## src/hdl/ssp_pkg.sv

```systemverilog
package ssp_pkg;
  // register byte offsets
  localparam logic [7:0] OFF_CTRL = 8'h00;
  localparam logic [7:0] OFF_REL = 8'h04;
  localparam logic [7:0] OFF_DIR_A = 8'h08;
  localparam logic [7:0] OFF_DIR_B = 8'h0C;
  localparam logic [7:0] OFF_OUT_A = 8'h10;
  localparam logic [7:0] OFF_OUT_B = 8'h14;
  localparam logic [7:0] OFF_PIN_A = 8'h18;
  localparam logic [7:0] OFF_PIN_B = 8'h1C;
  localparam logic [7:0] OFF_TSEL = 8'h20;
  // control field positions
  localparam int C_NAND = 0;
  localparam int C_CARD = 1;
  localparam int C_DISK = 2;
  localparam int C_SER = 3;
  localparam int C_TIM = 4;
  localparam int C_ALTQ = 5;
  localparam int C_IRQM = 6;
  // register widths: group a is {r,q}, group b is {u,t,s}
  localparam int CTRL_W = 7;
  localparam int A_W = 16;
  localparam int B_W = 18;
  // reset values
  localparam logic [6:0] CTRL_RESET = 7'h00;
  localparam logic [7:0] REL_RESET = 8'h00;
  localparam logic [7:0] TSEL_RESET = 8'h00;
  localparam logic [15:0] GP_A_RESET = 16'h0000;
  localparam logic [17:0] GP_B_RESET = 18'h00000;
  // bus responses
  localparam logic [1:0] RESP_OKAY = 2'h0;
  localparam logic [1:0] RESP_SLVERR = 2'h2;
  // eight-pin drive group
  typedef struct packed {
    logic [7:0] dout;
    logic [7:0] oe;
  } ssp_bus8_type;
  // flash-card host outputs toward the pads
  typedef struct packed {
    logic [10:0] addr;
    logic write_strobe, io_write, io_read;
    logic enable_hi, enable_lo, output_enable;
    logic register_select;
    logic [7:0] dout;
    logic doe;
  } ssp_card_out_type;
  // flash-card host inputs from the pads
  typedef struct packed {
    logic ready, irq, wide_io_select;
    logic input_ack, wait_in;
    logic [7:0] din;
  } ssp_card_in_type;
  // disk host outputs toward the pads
  typedef struct packed {
    logic [2:0] addr;
    logic io_write, io_read, select_hi, select_lo, dma_ack;
    logic [7:0] dout;
    logic doe;
  } ssp_disk_out_type;
  // disk host inputs from the pads
  typedef struct packed {
    logic irq, dma_request, io_ready;
    logic [7:0] din;
  } ssp_disk_in_type;
endpackage

```

## src/hdl/ssp_pin_mux.sv

```systemverilog
`timescale 1ns/1ns
// Behaviour
// (RULE_01) nand host enabled owns all q pins
// (RULE_02) otherwise q may carry card/disk data
// (RULE_03) r1..r0 card address 4..3, each releasable
// (RULE_04) r2 card address 5, else serial receive
// (RULE_05) r3 card address 6, else serial transmit
// (RULE_06) r7..r4 card address 10..7, else timer
// (RULE_07) s7 card ready/irq, else disk irq
// (RULE_08) s6 card write strobe, else disk dma request
// (RULE_09) s5..s4 card/disk io write and read
// (RULE_10) s3,s0 card enables, else disk selects
// (RULE_11) s2 card wide io select, else gpio
// (RULE_12) s1 card output enable, else gpio
// (RULE_13) t3..t0 timer channels when timer enabled
// (RULE_14) u5..u3 card address 2..0, else disk address
// (RULE_15) u2 card register select, else gpio
// (RULE_16) u1 card input ack, else disk dma ack
// (RULE_17) u0 card wait, else disk io ready
// (RULE_18) reset leaves every pin an input
// (RULE_19) unclaimed pins follow general purpose registers
module ssp_pin_mux
  import ssp_pkg::*;
(
  // clock and reset
  input wire logic mclk,
  input wire logic rst,
  // register bus
  input wire logic [7:0] s_axi_awaddr,
  input wire logic s_axi_awvalid,
  output logic s_axi_awready,
  input wire logic [31:0] s_axi_wdata,
  input wire logic [3:0] s_axi_wstrb,
  input wire logic s_axi_wvalid,
  output logic s_axi_wready,
  output logic [1:0] s_axi_bresp,
  output logic s_axi_bvalid,
  input wire logic s_axi_bready,
  input wire logic [7:0] s_axi_araddr,
  input wire logic s_axi_arvalid,
  output logic s_axi_arready,
  output logic [31:0] s_axi_rdata,
  output logic [1:0] s_axi_rresp,
  output logic s_axi_rvalid,
  input wire logic s_axi_rready,
  // pads
  input wire logic [7:0] q_in,
  output logic [7:0] q_out,
  output logic [7:0] q_oe,
  input wire logic [7:0] r_in,
  output logic [7:0] r_out,
  output logic [7:0] r_oe,
  input wire logic [7:0] s_in,
  output logic [7:0] s_out,
  output logic [7:0] s_oe,
  input wire logic [3:0] t_in,
  output logic [3:0] t_out,
  output logic [3:0] t_oe,
  input wire logic [5:0] u_in,
  output logic [5:0] u_out,
  output logic [5:0] u_oe,
  // peripheral side
  input wire ssp_bus8_type nand_drv,
  output logic [7:0] nand_din,
  input wire ssp_card_out_type card_drv,
  output ssp_card_in_type card_rcv,
  input wire ssp_disk_out_type disk_drv,
  output ssp_disk_in_type disk_rcv,
  input wire logic serial_tx,
  output logic serial_rx,
  input wire ssp_bus8_type tim_drv,
  output logic [7:0] tim_din
);

  // software registers
  logic [CTRL_W-1:0] ctrl; // module enables and options
  logic [7:0] rel; // card release of r pins
  logic [7:0] tsel; // timer channel pin select
  logic [A_W-1:0] gp_dir_a; // gpio direction {r,q}
  logic [A_W-1:0] gp_out_a; // gpio value {r,q}
  logic [B_W-1:0] gp_dir_b; // gpio direction {u,t,s}
  logic [B_W-1:0] gp_out_b; // gpio value {u,t,s}
  logic [A_W-1:0] pin_a; // sampled pins {r,q}
  logic [B_W-1:0] pin_b; // sampled pins {u,t,s}
  // write channel state
  logic aw_got, w_got;
  logic [7:0] aw_q;
  logic [31:0] wd_q;
  logic [3:0] ws_q;
  logic do_write, next_aw_got, next_w_got;
  logic [32:0] wr_cur; // {hit, current word} at write address
  logic [31:0] wr_val; // merged write word
  logic [32:0] rd_cur; // {hit, word} at read address
  logic next_rvalid;
  // pin routing results
  logic [7:0] card_own; // r pins the card host holds
  logic [7:0] next_q_out, next_q_oe, next_r_out, next_r_oe;
  logic [7:0] next_s_out, next_s_oe;
  logic [3:0] next_t_out, next_t_oe;
  logic [5:0] next_u_out, next_u_oe;
  logic [7:0] next_nand_din, next_tim_din;
  ssp_card_in_type next_card_rcv;
  ssp_disk_in_type next_disk_rcv;
  logic next_serial_rx;

  // register read decode: bit 32 flags a mapped address
  function automatic logic [32:0] rd_word(input logic [7:0] a);
    logic [32:0] w;
    w = 33'h1_0000_0000;
    case (a)
      OFF_CTRL: w[CTRL_W-1:0] = ctrl;
      OFF_REL: w[7:0] = rel;
      OFF_TSEL: w[7:0] = tsel;
      OFF_DIR_A: w[A_W-1:0] = gp_dir_a;
      OFF_DIR_B: w[B_W-1:0] = gp_dir_b;
      OFF_OUT_A: w[A_W-1:0] = gp_out_a;
      OFF_OUT_B: w[B_W-1:0] = gp_out_b;
      OFF_PIN_A: w[A_W-1:0] = pin_a;
      OFF_PIN_B: w[B_W-1:0] = pin_b;
      default: w = 33'h0_0000_0000;
    endcase
    return w;
  endfunction

  // byte-lane merge of a write into the current word
  function automatic logic [31:0] merge(
    input logic [31:0] cur,
    input logic [31:0] val,
    input logic [3:0] strb
  );
    logic [31:0] m;
    m = cur;
    for (int b = 0; b < 4; b++) begin
      if (strb[b]) begin
        m[b*8 +: 8] = val[b*8 +: 8];
      end
    end
    return m;
  endfunction

  // write handshake bookkeeping, address and data in either order
  always_comb begin
    do_write = aw_got && w_got && !s_axi_bvalid;
    next_aw_got = (aw_got || (s_axi_awvalid && s_axi_awready)) && !do_write;
    next_w_got = (w_got || (s_axi_wvalid && s_axi_wready)) && !do_write;
    wr_cur = rd_word(aw_q);
    wr_val = merge(wr_cur[31:0], wd_q, ws_q);
    rd_cur = rd_word(s_axi_araddr);
    next_rvalid = (s_axi_arvalid && s_axi_arready) || (s_axi_rvalid && !s_axi_rready);
  end

  // write address, data and response channels
  always_ff @(posedge mclk) begin
    if (rst) begin
      aw_got <= 1'b0;
      w_got <= 1'b0;
      aw_q <= 8'h00;
      wd_q <= 32'h0000_0000;
      ws_q <= 4'h0;
      s_axi_awready <= 1'b0;
      s_axi_wready <= 1'b0;
      s_axi_bvalid <= 1'b0;
      s_axi_bresp <= RESP_OKAY;
    end else begin
      aw_got <= next_aw_got;
      w_got <= next_w_got;
      s_axi_awready <= !next_aw_got;
      s_axi_wready <= !next_w_got;
      // capture each channel when it is taken
      if (s_axi_awvalid && s_axi_awready) begin
        aw_q <= s_axi_awaddr;
      end
      if (s_axi_wvalid && s_axi_wready) begin
        wd_q <= s_axi_wdata;
        ws_q <= s_axi_wstrb;
      end
      // response once both halves are in
      if (do_write) begin
        s_axi_bvalid <= 1'b1;
        s_axi_bresp <= wr_cur[32] ? RESP_OKAY : RESP_SLVERR;
      end else if (s_axi_bready) begin
        s_axi_bvalid <= 1'b0;
      end
    end
  end

  // read channel, one read in flight
  always_ff @(posedge mclk) begin
    if (rst) begin
      s_axi_arready <= 1'b0;
      s_axi_rvalid <= 1'b0;
      s_axi_rdata <= 32'h0000_0000;
      s_axi_rresp <= RESP_OKAY;
    end else begin
      s_axi_arready <= !next_rvalid;
      s_axi_rvalid <= next_rvalid;
      if (s_axi_arvalid && s_axi_arready) begin
        s_axi_rdata <= rd_cur[31:0];
        s_axi_rresp <= rd_cur[32] ? RESP_OKAY : RESP_SLVERR;
      end
    end
  end

  // software register writes; pin status is read only
  always_ff @(posedge mclk) begin
    if (rst) begin
      ctrl <= CTRL_RESET;
      rel <= REL_RESET;
      tsel <= TSEL_RESET;
      gp_dir_a <= GP_A_RESET;
      gp_out_a <= GP_A_RESET;
      gp_dir_b <= GP_B_RESET;
      gp_out_b <= GP_B_RESET;
    end else if (do_write) begin
      case (aw_q)
        OFF_CTRL: ctrl <= wr_val[CTRL_W-1:0];
        OFF_REL: rel <= wr_val[7:0];
        OFF_TSEL: tsel <= wr_val[7:0];
        OFF_DIR_A: gp_dir_a <= wr_val[A_W-1:0];
        OFF_DIR_B: gp_dir_b <= wr_val[B_W-1:0];
        OFF_OUT_A: gp_out_a <= wr_val[A_W-1:0];
        OFF_OUT_B: gp_out_b <= wr_val[B_W-1:0];
        default: ;
      endcase
    end
  end

  // card host holds an r pin unless it has released it
  assign card_own = {8{ctrl[C_CARD]}} & ~rel;

  // pin routing by fixed priority
  always_comb begin
    // unclaimed pins follow the gpio registers
    next_q_out = gp_out_a[7:0]; // RULE_19
    next_q_oe = gp_dir_a[7:0]; // RULE_19
    next_r_out = gp_out_a[15:8];
    next_r_oe = gp_dir_a[15:8];
    next_s_out = gp_out_b[7:0];
    next_s_oe = gp_dir_b[7:0];
    next_t_out = gp_out_b[11:8];
    next_t_oe = gp_dir_b[11:8];
    next_u_out = gp_out_b[17:12];
    next_u_oe = gp_dir_b[17:12];
    next_nand_din = 8'h00;
    next_tim_din = 8'h00;
    next_card_rcv = '0;
    next_disk_rcv = '0;
    next_serial_rx = 1'b1; // idle line when not routed
    // data port: nand host first, then alternate data
    if (ctrl[C_NAND]) begin
      next_q_out = nand_drv.dout; // RULE_01
      next_q_oe = nand_drv.oe; // RULE_01
      next_nand_din = q_in;
    end else if (ctrl[C_ALTQ] && ctrl[C_CARD]) begin
      next_q_out = card_drv.dout; // RULE_02
      next_q_oe = {8{card_drv.doe}};
      next_card_rcv.din = q_in;
    end else if (ctrl[C_ALTQ] && ctrl[C_DISK]) begin
      next_q_out = disk_drv.dout; // RULE_02
      next_q_oe = {8{disk_drv.doe}};
      next_disk_rcv.din = q_in;
    end
    // r1..r0 card address lines
    for (int i = 0; i < 2; i++) begin
      if (card_own[i]) begin
        next_r_out[i] = card_drv.addr[3+i]; // RULE_03
        next_r_oe[i] = 1'b1;
      end
    end
    // r2 card address or serial receive
    if (card_own[2]) begin
      next_r_out[2] = card_drv.addr[5]; // RULE_04
      next_r_oe[2] = 1'b1;
    end else if (ctrl[C_SER]) begin
      next_r_oe[2] = 1'b0; // RULE_04
      next_serial_rx = r_in[2];
    end
    // r3 card address or serial transmit
    if (card_own[3]) begin
      next_r_out[3] = card_drv.addr[6]; // RULE_05
      next_r_oe[3] = 1'b1;
    end else if (ctrl[C_SER]) begin
      next_r_out[3] = serial_tx; // RULE_05
      next_r_oe[3] = 1'b1;
    end
    // r7..r4 card address or timer channels 7..4
    for (int i = 4; i < 8; i++) begin
      if (card_own[i]) begin
        next_r_out[i] = card_drv.addr[i+3]; // RULE_06
        next_r_oe[i] = 1'b1;
      end else if (ctrl[C_TIM] && tsel[i]) begin
        next_r_out[i] = tim_drv.dout[i]; // RULE_06
        next_r_oe[i] = tim_drv.oe[i];
        next_tim_din[i] = r_in[i];
      end
    end
    // t3..t0 timer channels 3..0
    for (int i = 0; i < 4; i++) begin
      if (ctrl[C_TIM] && tsel[i]) begin
        next_t_out[i] = tim_drv.dout[i]; // RULE_13
        next_t_oe[i] = tim_drv.oe[i];
        next_tim_din[i] = t_in[i];
      end
    end
    // s and u ports: card host wins over disk host
    if (ctrl[C_CARD]) begin
      next_s_oe = 8'hFF;
      next_s_oe[7] = 1'b0; // RULE_07
      next_s_oe[2] = 1'b0; // RULE_11
      if (ctrl[C_IRQM]) begin
        next_card_rcv.irq = s_in[7]; // RULE_07
      end else begin
        next_card_rcv.ready = s_in[7]; // RULE_07
      end
      next_s_out[6] = card_drv.write_strobe; // RULE_08
      next_s_out[5] = card_drv.io_write; // RULE_09
      next_s_out[4] = card_drv.io_read; // RULE_09
      next_s_out[3] = card_drv.enable_hi; // RULE_10
      next_card_rcv.wide_io_select = s_in[2]; // RULE_11
      next_s_out[1] = card_drv.output_enable; // RULE_12
      next_s_out[0] = card_drv.enable_lo; // RULE_10
      next_u_out[5:3] = card_drv.addr[2:0]; // RULE_14
      next_u_out[2] = card_drv.register_select; // RULE_15
      next_u_oe = 6'h3C;
      next_card_rcv.input_ack = u_in[1]; // RULE_16
      next_card_rcv.wait_in = u_in[0]; // RULE_17
    end else if (ctrl[C_DISK]) begin
      next_s_oe[7] = 1'b0;
      next_disk_rcv.irq = s_in[7]; // RULE_07
      next_s_oe[6] = 1'b0;
      next_disk_rcv.dma_request = s_in[6]; // RULE_08
      next_s_out[5] = disk_drv.io_write; // RULE_09
      next_s_out[4] = disk_drv.io_read; // RULE_09
      next_s_out[3] = disk_drv.select_hi; // RULE_10
      next_s_out[0] = disk_drv.select_lo; // RULE_10
      next_s_oe[5:3] = 3'h7;
      next_s_oe[0] = 1'b1;
      next_u_out[5:3] = disk_drv.addr; // RULE_14
      next_u_oe[5:3] = 3'h7;
      next_u_out[1] = disk_drv.dma_ack; // RULE_16
      next_u_oe[1] = 1'b1;
      next_u_oe[0] = 1'b0;
      next_disk_rcv.io_ready = u_in[0]; // RULE_17
    end
  end

  // pad drive: every driver off during reset
  always_ff @(posedge mclk) begin
    if (rst) begin
      q_oe <= 8'h00; // RULE_18
      r_oe <= 8'h00; // RULE_18
      s_oe <= 8'h00; // RULE_18
      t_oe <= 4'h0; // RULE_18
      u_oe <= 6'h00; // RULE_18
      q_out <= 8'h00;
      r_out <= 8'h00;
      s_out <= 8'h00;
      t_out <= 4'h0;
      u_out <= 6'h00;
    end else begin
      q_oe <= next_q_oe;
      r_oe <= next_r_oe;
      s_oe <= next_s_oe;
      t_oe <= next_t_oe;
      u_oe <= next_u_oe;
      q_out <= next_q_out;
      r_out <= next_r_out;
      s_out <= next_s_out;
      t_out <= next_t_out;
      u_out <= next_u_out;
    end
  end

  // pad inputs toward the peripherals and the status registers
  always_ff @(posedge mclk) begin
    if (rst) begin
      nand_din <= 8'h00;
      tim_din <= 8'h00;
      card_rcv <= '0;
      disk_rcv <= '0;
      serial_rx <= 1'b1;
      pin_a <= GP_A_RESET;
      pin_b <= GP_B_RESET;
    end else begin
      nand_din <= next_nand_din;
      tim_din <= next_tim_din;
      card_rcv <= next_card_rcv;
      disk_rcv <= next_disk_rcv;
      serial_rx <= next_serial_rx;
      pin_a <= {r_in, q_in};
      pin_b <= {u_in, t_in, s_in};
    end
  end
endmodule

```

## config.mk

```make
export PLATFORM = sky130hd
export DESIGN_NAME = ssp_pin_mux
export DESIGN_NICKNAME = d
export VERILOG_FILES = /design/src/hdl/ssp_pkg.sv /design/src/hdl/ssp_pin_mux.sv
export SDC_FILE = /design/constraint.sdc
export NUM_CORES = 1
export LEC_CHECK = 0
export ABC_AREA = 0
export BUFFER_PORTS_ARGS = -buffer_cell sky130_fd_sc_hd__buf_2
export CORE_UTILIZATION = 35
export DETAILED_ROUTE_END_ITERATION = 7
export SLEW_MARGIN = 20
export SYNTH_ARGS = -nofsm -noshare
export SYNTH_HDL_FRONTEND = slang
export SYNTH_SLANG_ARGS = --single-unit
```

## constraint.sdc

```tcl
create_clock -name mclk -period 2.3 [get_ports mclk]
set_input_delay 0 -clock mclk [delete_from_list [all_inputs] [get_ports mclk]]
set_output_delay 0 -clock mclk [all_outputs]
set_load 0.02 [all_outputs]
```

==> metrics.md, run 1 <==
| Metric | Value |
|---|---|
| Setup TNS | `0 ns` |
| Critical Path Most Common Cell | `nor2_1` |
| Root Driver | `clkbuf_16` |
| Worst Setup Start Kind | `flip-flop` |
| Outcome | `completed` |
| Clk pin slew, worst setup/hold paths | `about 0.06 ns` |
| Detailed Route WL | `~46,000 um` |
| FMAX | `about 460 MHz` |
| Area Growth Syn to Fin | `40.06%` |
| Die width | `about 190 um` |
| Cell Area, Synth | `around 12,000 sq um` |
| R2R cell count | `7` |
| Worst-case clock buffer depth | `3` |
| H-tree depth | `1` |
| Tcrit/Tclk final | `95.12%` |
| Worst-skew pair later-pin latency | `0.59 ns` |
| CP peak stage delay | `slightly below 0.6 ns` |
| Pin count of the biggest net entering global routing | `97` |
| Die H | `between 150 and 200 um` |
| FILL cells | `3,199` |
| Synth async-reset ratio | `0%` |
| Actual slew at the worst max-slew pin | `just under 0.8 ns` |
| Critical path depth | `7` |
| Pwr Density | `669.3 nW/um^2` |
| Initial antenna violation count | `1` |
| EDFF count, synth | `0` |
| Relative slew slack | `48.39%` |
| IO Port Bufs | `about 290` |
| CP cell instances | `nor2_1, buf_4, a22o_1, a221o_1, o21ai_0, dlygate4sd3_1, nor2_1` |
| # DRC | `0` |
| First-pass GRT wire length | `69,190 um` |
| Effective utilization at floorplan | `a little over a third` |
| Routed vias/inst | `5.242` |
| Sequential area share after synthesis | `47.91%` |
| Die area | `approximately 35,000 sq um` |
| Final ANT Viol Nets | `0` |
| Worst EP required | `2.75 ns` |
| DR WL/cell | `19.78 um` |
| Final Core Density | `between 50% and 60%` |
| DR pass1 iterations | `7` |
| Critical path's top delay family | `buffers and inverters` |
| Hold Path Class | `in -> reg` |
| Ports | `320` |
| Endpoints failing setup | `0` |
| MaxCap Viol Count | `0` |
| Worst Skew | `between 0.02 and 0.03 ns` |
| Synth Flop Type | `dfxtp_1` |
| Final nets | `~2,000` |
| Via count | `12,250` |
| Max Slew Vio Count | `0` |
| Post-Syn Instances | `between 1,000 and 1,500` |
| Critical-path maximum fanout | `17` |
| CP max-delay cell | `dfxtp_2` |
| RSZ-0062 raised after global routing | `no` |
| Yosys warns | `0` |
| Vias in the first global route | `11,780` |
| Clk sink count | `between 200 and 300` |
| CP bufs+invs | `2` |
| Antenna fix cells | `0` |
| CTS tree | `built` |
| Hold path cells | `5` |
| Crit end category | `flip-flop` |
| TritonCTS buffer count | `31` |
| Arrival @ worst endpoint | `2.64 ns` |
| DRT iter0 DRCs | `~1,000` |
| Grt ovf | `0` |
| Share of layout cells above drive strength 1 | `roughly a quarter` |
| #FFs+latches synth | `between 200 and 300` |
| Syn Area/Cell | `approximately 8.6 sq um` |
| Max VDD drop | `~0.59 mV` |
| FP Rows | `67` |
| Core Footprint | `33,780 sq um` |
| Pleak | `between 6 and 7 nW` |
| Final min period | `between 2 and 2.5 ns` |
| Library cells used by synthesis | `between 50 and 60` |
| GRT Overall Usage | `between 20% and 30%` |
| Setup CP Type | `reg -> reg` |
| Hpwl dp | `roughly 33,000 um` |
| Final hold viol count | `0` |
| Final GP Congestion | `0.9234` |
[worst reg2reg max path, stage by stage, from the launching register on]
cell and delay (ns):
dfxtp_2 0.58, nor2_1 0.13, buf_4 0.19, a22o_1 0.20
a221o_1 0.29, o21ai_0 0.08, dlygate4sd3_1 0.58, nor2_1 0.04
[layout make-up]
cell class	count	area [sq um]	share of cell area (%)
timing repair buffer	522	3637	21.43
clock buffer	41	883.3	5.205
multi-input combinational	996	5801	34.18
inverter	22	82.58	0.4865
tap	448	560.5	3.303
clock inverter	17	198.9	1.172
sequential	290	5809	34.23
[layer usage]
layer  track usage [%]  wire [um]  share of wire (%)
met1             31.55      18920                 41
met2             43.61      22050                 48
met3             4.155       3371                7.3
met4             10.48       1849                4.0
met5                 0          8              0.017
[path summary, 6_finish.rpt]
| kind | from | endpoint | slack [ns] |
|---|---|---|---|
| worst max register to register | ctrl[1]$_SDFFE_PP0P_ | q_out[0]$_SDFF_PP0_ | 0.11 |
| worst min-delay path | s_axi_araddr[0] | s_axi_rdata[2]$_SDFFE_PP0P_ | 0.04 |
| worst min register to register | s_axi_rdata[6]$_SDFFE_PP0P_ | s_axi_rdata[6]$_SDFFE_PP0P_ | 0.45 |
| worst max-delay path | ctrl[1]$_SDFFE_PP0P_ | q_out[0]$_SDFF_PP0_ | 0.11 |
[cell families after synthesis]
family	synth area share, %
compound gates	18.67
buf+inv	4.863
flops	47.91
other cells	0.03095
simple gates	24.05
mux	4.481
[registers in the layout, summed over array words and instances, names as in the netlist, 16 cells and up]
signal,cells
gp_dir_a,16
gp_dir_b,18
wd_q,18
gp_out_b,18
gp_out_a,16
pin_a,16
s_axi_rdata,18
pin_b,18
[Yosys cell counts, types with 20 or more instances]
cell      count  area [sq um]
nor2b_1      50         312.8
o21ai_0     116         580.6
a21oi_1     114         570.6
mux2i_1      43         430.4
dfxtp_1     290          5806
nand2_1     123         461.7
nand2b_1     20         125.1
and2_1       40         250.2
nor2_1      143         536.8
nand3_1      33         165.2
nand3b_1     67         503.0
inv_1        22         82.58
clkbuf_1     69         259.0
a22oi_1      29         217.7
[power by group]
group          total [mW]  internal [mW]  switching, mW
Clock                5.23           3.06           2.17
Sequential           5.16           5.10         0.0606
Combinational       0.960          0.456          0.505
Total                11.4           8.62           2.74
[cell usage in the layout (no fill, tap or decap), types with 13 or more instances in the layout]
cell type	Yosys	routed
o21ai_1	13	16
o21ai_0	116	113
clkbuf_16	0	31
inv_1	22	22
nor3_1	18	17
nand2_1	123	123
nand2b_1	20	20
or3_1	13	13
a22oi_1	29	29
nand3b_1	67	67
a21oi_1	114	114
nand3_1	33	33
dfxtp_1	290	287
buf_2	18	287
nor2b_1	50	49
a22o_1	18	18
and2_1	40	40
dlygate4sd3_1	0	158
and3_1	14	14
nor2_1	143	143
conb_1	1	16
a211oi_1	16	16
mux2i_1	43	43
buf_4	17	73
[metrics by stage]
| stage | cell area [sq um] | std cells | total power [mW] | setup slack, ns | hold WS, ns |
|---|---|---|---|---|---|
| 6_report | 16970 | 2336 | 11.36 | 0.1124 | 0.03732 |
| 2_1_floorplan | 12170 | 1420 | 5.704 | 0.3506 | 0.1039 |
| 5_1_grt | 16970 | 2336 | 11.73 | 0.009799 | 0.07608 |
| 3_5_place_dp | 14280 | 2118 | 6.041 | 0.06681 | 0.2132 |
| 4_1_cts | 16940 | 2334 | 11.41 | 0.04805 | 0.007385 |
| 3_3_place_gp | 14280 | 2118 | 6.038 | 0.1003 | 0.1998 |
[what timing repair did]
item | 4_1_cts | 5_1_grt
resized for setup | 0 | 8
setup buffers | 0 | 2
hold endpoints to repair | 191 | 0
hold buffers | 158 | 0
endpoints found under the setup margin | 0 | 44
Note: power is estimated with default switching activity, not from simulation.
==> inputs of run 2 (changes only) <==
--- a/config.mk
+++ b/config.mk
@@ -7,8 +7,11 @@
 export LEC_CHECK = 0
 export ABC_AREA = 0
 export BUFFER_PORTS_ARGS = -buffer_cell sky130_fd_sc_hd__buf_2
+export CELL_PAD_IN_SITES_DETAIL_PLACEMENT = 1
+export CELL_PAD_IN_SITES_GLOBAL_PLACEMENT = 1
 export CORE_UTILIZATION = 35
 export DETAILED_ROUTE_END_ITERATION = 7
+export PLACE_DENSITY_LB_ADDON = 0.1
 export SLEW_MARGIN = 20
 export SYNTH_ARGS = -nofsm -noshare
 export SYNTH_HDL_FRONTEND = slang
==> metrics.md, run 2 (synthesis gave the netlist of run 1 again) <==
| Metric | Value |
|---|---|
| Pleak | `between 7 and 8 nW` |
| Tcrit/Tclk final | `96.05%` |
| Share of layout cells above drive strength 1 | `roughly 24%` |
| Max Slew Vio Count | `0` |
| Worst-case clock buffer depth | `3` |
| Final GP Congestion | `about 0.9` |
| Worst Setup Start Kind | `flip-flop` |
| FP Rows | `67` |
| Reg2Reg Setup Slack | `between 0.09 and 0.1 ns` |
| RSZ-0062 raised after global routing | `no` |
| TritonCTS buffer count | `34` |
| Critical path's top delay family | `compound AO/OA/AOI/OAI gates` |
| Non-filler cells, final | `between 2,000 and 2,500` |
| Effective utilization at floorplan | `a little over a third` |
| CP bufs+invs | `1` |
| Final min period | `between 2 and 2.5 ns` |
| Clk pwr share | `50.1%` |
| Final hold viol count | `3` |
| IO Port Bufs | `288` |
| Hold path cells | `5` |
| Die H | `approximately 190 um` |
| Part of the power in registers | `a little over two fifths` |
| # DRC | `0` |
| FILL cells | `around 4,000` |
| Grt ovf | `0` |
| Failing checks | `hold timing` |
| Relative slew slack | `a little over two fifths` |
| Final ANT Viol Nets | `0` |
| Commonest non-fill, non-tap cell in the layout | `buf_2` |
| Setup CP Type | `reg -> reg` |
| Worst EP required | `roughly 2.7 ns` |
| Initial antenna violation count | `0` |
| Detailed Route WL | `slightly above 50,000 um` |
| Register Area | `slightly below 6000 sq um` |
| DR pass1 iterations | `7` |
| Setup TNS | `0 ns` |
| R2R cell count | `7` |
| P_int | `around 9.5 mW` |
| H-tree depth | `2` |
| Clk sink count | `290` |
| First-pass GRT wire length | `roughly 76,000 um` |
| GRT Overall Usage | `roughly 28%` |
| Die area | `around 35,000 sq um` |
| Max VDD drop | `roughly 0.60 mV` |
| Clk pin slew, worst setup/hold paths | `roughly 0.060 ns` |
| MaxCap Viol Count | `0` |
| Hpwl dp | `35,430 um` |
| Hold Path Class | `in -> reg` |
| Die width | `~190 um` |
| Crit end category | `flip-flop` |
| CP peak stage delay | `roughly 0.52 ns` |
| Net Sw Power | `about 2.8 mW` |
| Arrival @ worst endpoint | `approximately 2.6 ns` |
| Final hold slack | `-0.05376 ns` |
| Endpoints failing setup | `0` |
| CTS tree | `built` |
| Dpl cells | `2,120` |
| Worst-skew pair later-pin latency | `roughly 0.53 ns` |
| Most frequent cells in the layout | `287 x buf_2, 283 x dfxtp_1, 148 x dlygate4sd3_1` |
| Root Driver | `clkbuf_16` |
| Worst Skew | `about 0.027 ns` |
| Pwr Density | `~720 nW/um^2` |
| Core Footprint | `33,780 sq um` |
| Actual slew at the worst max-slew pin | `between 0.8 and 0.9 ns` |
| FMAX | `452.7 MHz` |
| Area Growth Syn to Fin | `40.90%` |
| Outcome | `complete, but fails checks` |
| CP cell instances | `nor4_1, buf_4, a32o_1, a221o_1, and2_1, a211oi_4, o21ai_0` |
| DRT iter0 DRCs | `slightly below 700` |
| Via count | `approximately 12,000` |
| Final nets | `2,026` |
| Sw frac | `a little under a quarter` |
| Setup repair bufs after CTS | `0` |
| Routed vias/inst | `around 5.3` |
| Logic pwr share | `roughly 7.8%` |
| CP max-delay cell | `dfxtp_1` |
| Multi-input gate area | `5827 sq um` |
| Ports | `320` |
| Antenna fix cells | `0` |
| Pin count of the biggest net entering global routing | `between 70 and 80` |
| Vias in the first global route | `approximately 13,000` |
| Critical-path maximum fanout | `11` |
| Critical path depth | `7` |
| DR WL/cell | `approximately 22 um` |
run 2: cell count changes in the layout (fill, tap and decap cells not counted), moves of 2 or more:
cell and change:
dfxtp_1 -4, dlygate4sd3_1 -10, a211oi_4 +2, clkinv_4 -2, bufinv_16 +6, a211oi_2 -2, clkbuf_16 +4, clkbuf_8 -3
dfxtp_2 +3
run 2: path summary, 6_finish.rpt:
path / from / end
worst max register to register: aw_q[1]$_SDFFE_PP0P_ / gp_out_a[6]$_SDFFE_PP0P_
worst min-delay path: card_drv[0] / q_oe[4]$_SDFF_PP0_
worst min register to register: s_axi_rdata[6]$_SDFFE_PP0P_ / s_axi_rdata[6]$_SDFFE_PP0P_
worst max-delay path: aw_q[1]$_SDFFE_PP0P_ / gp_out_a[6]$_SDFFE_PP0P_
run 2: per-layer routing:
metal  GRT usage [%]  vias up  share of wire [%]
met1           34.48     6029                 41
li1                -     5802                  -
met3           3.331      105                4.8
met4           11.01        0                3.6
met2           49.97      404                 50
met5               0        -                  0
run 2: final cells by class:
type                    count  share of cell area, %
clock buffers              42                  5.518
clock inverters            17                  1.876
well taps                 448                  3.283
repair buffers            512                  20.64
multi-input cells         996                  34.13
flip-flops and latches    290                  34.07
inverters                  22                 0.4837
run 2: worst register-to-register path: cells and delay by family (launching register included):
family / cells / cell delay [ns]
and+or+nand+nor: 2 / 0.30
AOI/OAI and AO/OA: 4 / 1.06
DFF: 1 / 0.52
buffers and inverters: 1 / 0.20
run 2: power by group through the flow:
stage	Sequential, mW	Clock [mW]	Combinational (mW)
final	5.17	6.15	0.962
after floorplan	5.28	0	0.429
after detailed placement	5.28	0	0.774
after CTS	5.17	6.24	0.944
after global routing	5.18	6.47	1.04
after global placement	5.28	0	0.764
run 2: what timing repair did:
item	CTS	global route
hold buffers	148	0
hold endpoints to repair	159	0
gates resized for setup	0	18
setup endpoints to repair	0	65
run 2: stage by stage:
step           setup WS [ns]  hold WS (ns)  area [sq um]  power [mW]  utilization [%]
6_report             0.09083      -0.05376         17070       12.29            50.54
3_5_place_dp         0.02769        0.2169         14280       6.055            42.27
2_1_floorplan         0.3506        0.1039         12170       5.704                -
5_1_grt             0.005326       0.01461         17070       12.69            50.54
4_1_cts              0.01975      0.001058         17020       12.36            50.39
3_3_place_gp          0.1045        0.2134         14280       6.044            42.27
==> inputs of run 3 (changes only) <==
--- a/config.mk
+++ b/config.mk
@@ -9,7 +9,7 @@
 export BUFFER_PORTS_ARGS = -buffer_cell sky130_fd_sc_hd__buf_2
 export CELL_PAD_IN_SITES_DETAIL_PLACEMENT = 1
 export CELL_PAD_IN_SITES_GLOBAL_PLACEMENT = 1
-export CORE_UTILIZATION = 35
+export CORE_UTILIZATION = 39
 export DETAILED_ROUTE_END_ITERATION = 7
 export PLACE_DENSITY_LB_ADDON = 0.1
 export SLEW_MARGIN = 20
==> metrics.md, run 3 (synthesis gave the netlist of run 1 again) <==
| Metric | Value |
|---|---|
| IO Port Bufs | `288` |
| Register Area | `5809 sq um` |
| Setup CP Type | `reg -> reg` |
| FMAX | `between 400 and 500 MHz` |
| Setup ws final | `between 0.1 and 0.15 ns` |
| Worst Setup Start Kind | `flip-flop` |
| FILL cells | `between 3,000 and 4,000` |
| P_int | `between 8 and 9 mW` |
| Endpoints failing setup | `0` |
| DR pass1 iterations | `5` |
| Multi-input gate area | `5813 sq um` |
| CTS tree | `built` |
| Arrival @ worst endpoint | `2.57 ns` |
| Die H | `178.3 um` |
| DRT iter0 DRCs | `870` |
| Worst Skew | `approximately 0.019 ns` |
| Net Sw Power | `about 2.7 mW` |
| Pin count of the biggest net entering global routing | `about 110` |
| Root Driver | `clkbuf_16` |
| Pleak | `6.856 nW` |
| TritonCTS buffer count | `34` |
| Pwr Density | `679.5 nW/um^2` |
| Clk pwr share | `45.8%` |
| Critical Path Most Common Cell | `o21ai_0` |
| Clk pin slew, worst setup/hold paths | `0.06 ns` |
| Most frequent cells in the layout | `287 x dfxtp_1, 287 x buf_2, 143 x nor2_1` |
| Crit end category | `flip-flop` |
| Die width | `between 150 and 200 um` |
| Final GP Congestion | `around 0.95` |
| CP max-delay cell | `dfxtp_1` |
| Outcome | `completed` |
| Worst-case clock buffer depth | `3` |
| Relative slew slack | `approximately 44%` |
| Sw frac | `23.66%` |
| Worst-skew pair later-pin latency | `0.51 ns` |
| Final hold viol count | `0` |
| Final nets | `2,011` |
| Final min period | `between 2 and 2.5 ns` |
| Grt ovf | `0` |
| Vias in the first global route | `approximately 13,000` |
| GRT Overall Usage | `between 30 and 40%` |
| CP cell instances | `buf_6, mux2_2, nor3_2, buf_4, o21ai_0, o21ai_0, o21ai_0` |
| Final instance area | `approximately 17,000 sq um` |
| Post-Place Setup Slack | `between 0.05 and 0.06 ns` |
| CP peak stage delay | `between 0.4 and 0.5 ns` |
| FP Rows | `between 60 and 70` |
| CP bufs+invs | `2` |
| Initial antenna violation count | `1` |
| Clk sink count | `290` |
| Actual slew at the worst max-slew pin | `0.8339 ns` |
| Core Footprint | `a little over 30,000 sq um` |
| DR WL/cell | `~22 um` |
| First-pass GRT wire length | `between 70,000 and 80,000 um` |
| Dpl cell area | `roughly 14,000 sq um` |
| Effective utilization at floorplan | `between 30% and 40%` |
| Worst EP required | `roughly 2.7 ns` |
| Max VDD drop | `just under 0.5 mV` |
| H-tree depth | `2` |
| Hpwl dp | `34,080 um` |
| Hold Path Class | `in -> reg` |
| Part of the power in registers | `45.7%` |
| Setup repair bufs after CTS | `0` |
| Critical-path maximum fanout | `25` |
| # DRC | `0` |
| Ports | `320` |
| Routed vias/inst | `5.480` |
| Detailed Route WL | `a little under 50,000 um` |
| Share of layout cells above drive strength 1 | `a little under a quarter` |
| Logic pwr share | `approximately 8.4%` |
| Die area | `between 30,000 and 40,000 sq um` |
| Max Slew Vio Count | `0` |
| Critical path's top delay family | `compound AO/OA/AOI/OAI gates` |
| MaxCap Viol Count | `0` |
| Final ANT Viol Nets | `0` |
| Tcrit/Tclk final | `95.33%` |
| Final hold slack | `0.01113 ns` |
| Area Growth Syn to Fin | `37.38%` |
| Via count | `approximately 12,000` |
run 3: changes by cell type in the layout (fill, tap and decap cells not counted), moves of 2 or more:
cell / before / now
clkinv_2: 5 / 1
clkbuf_8: 4 / 6
dfxtp_2: 6 / 3
dlygate4sd3_1: 148 / 134
buf_4: 74 / 71
clkbuf_1: 3 / 9
dfxtp_1: 283 / 287
bufinv_16: 9 / 1
run 3: area by class of cell:
cell class / instances / share of cell area [%]
diodes: 1 / 0.01503
repair buffers: 497 / 20.38
flip-flops and latches: 290 / 34.90
multi-input cells: 996 / 34.92
inverters: 22 / 0.4961
well taps: 396 / 2.976
clock buffers: 50 / 5.960
clock inverters: 5 / 0.3533
run 3: through the flow:
stage / TNS, ns / power, mW / util (%) / std cells
after CTS: 0 / 11.34 / 54.30 / 2256
after global placement: 0 / 6.032 / 46.48 / 2067
after global routing: -0.0002316 / 11.69 / 54.41 / 2256
after detailed placement: 0 / 6.044 / 46.48 / 2067
after floorplan: 0 / 5.704 / - / 1420
final: 0 / 11.31 / 54.42 / 2257
run 3: worst paths after layout:
kind | cells past startpoint | from | endpoint | slack (ns)
setup reg to reg | 7 | aw_q[4]$_SDFFE_PP0P_ | gp_dir_a[13]$_SDFFE_PP0P_ | 0.11
hold / removal | 5 | disk_drv[4] | q_out[3]$_SDFF_PP0_ | 0.01
hold reg to reg | 2 | wd_q[6]$_SDFFE_PP0P_ | wd_q[6]$_SDFFE_PP0P_ | 0.45
setup / recovery | 7 | aw_q[4]$_SDFFE_PP0P_ | gp_dir_a[13]$_SDFFE_PP0P_ | 0.11
run 3: repair_timing:
item	4_1_cts	5_1_grt
resized for setup	0	11
hold buffers	134	0
endpoints found under the hold margin	160	0
endpoints found under the setup margin	0	62
run 3: power by group through the flow:
stage          Clock (mW)  Combinational (mW)  Sequential [mW]
6_report             5.18               0.955             5.17
5_1_grt              5.48                1.03             5.18
4_1_cts              5.24               0.934             5.17
3_5_place_dp            0               0.767             5.28
3_3_place_gp            0               0.757             5.27
2_1_floorplan           0               0.429             5.28
run 3: tightest hold or removal path: stages:
cell and delay, ns:
buf_2 0.08, a22o_1 0.12, a221o_1 0.13, o21ai_0 0.07
nor2_1 0.07
run 3: layer usage:
layer  vias up  GRT usage, %  routed length [um]
met5         -             0                  13
met3       128         4.433                2499
li1       5771             -                   -
met4         2         14.30                2198
met1      6011         35.66               20040
met2       457         54.88               24500
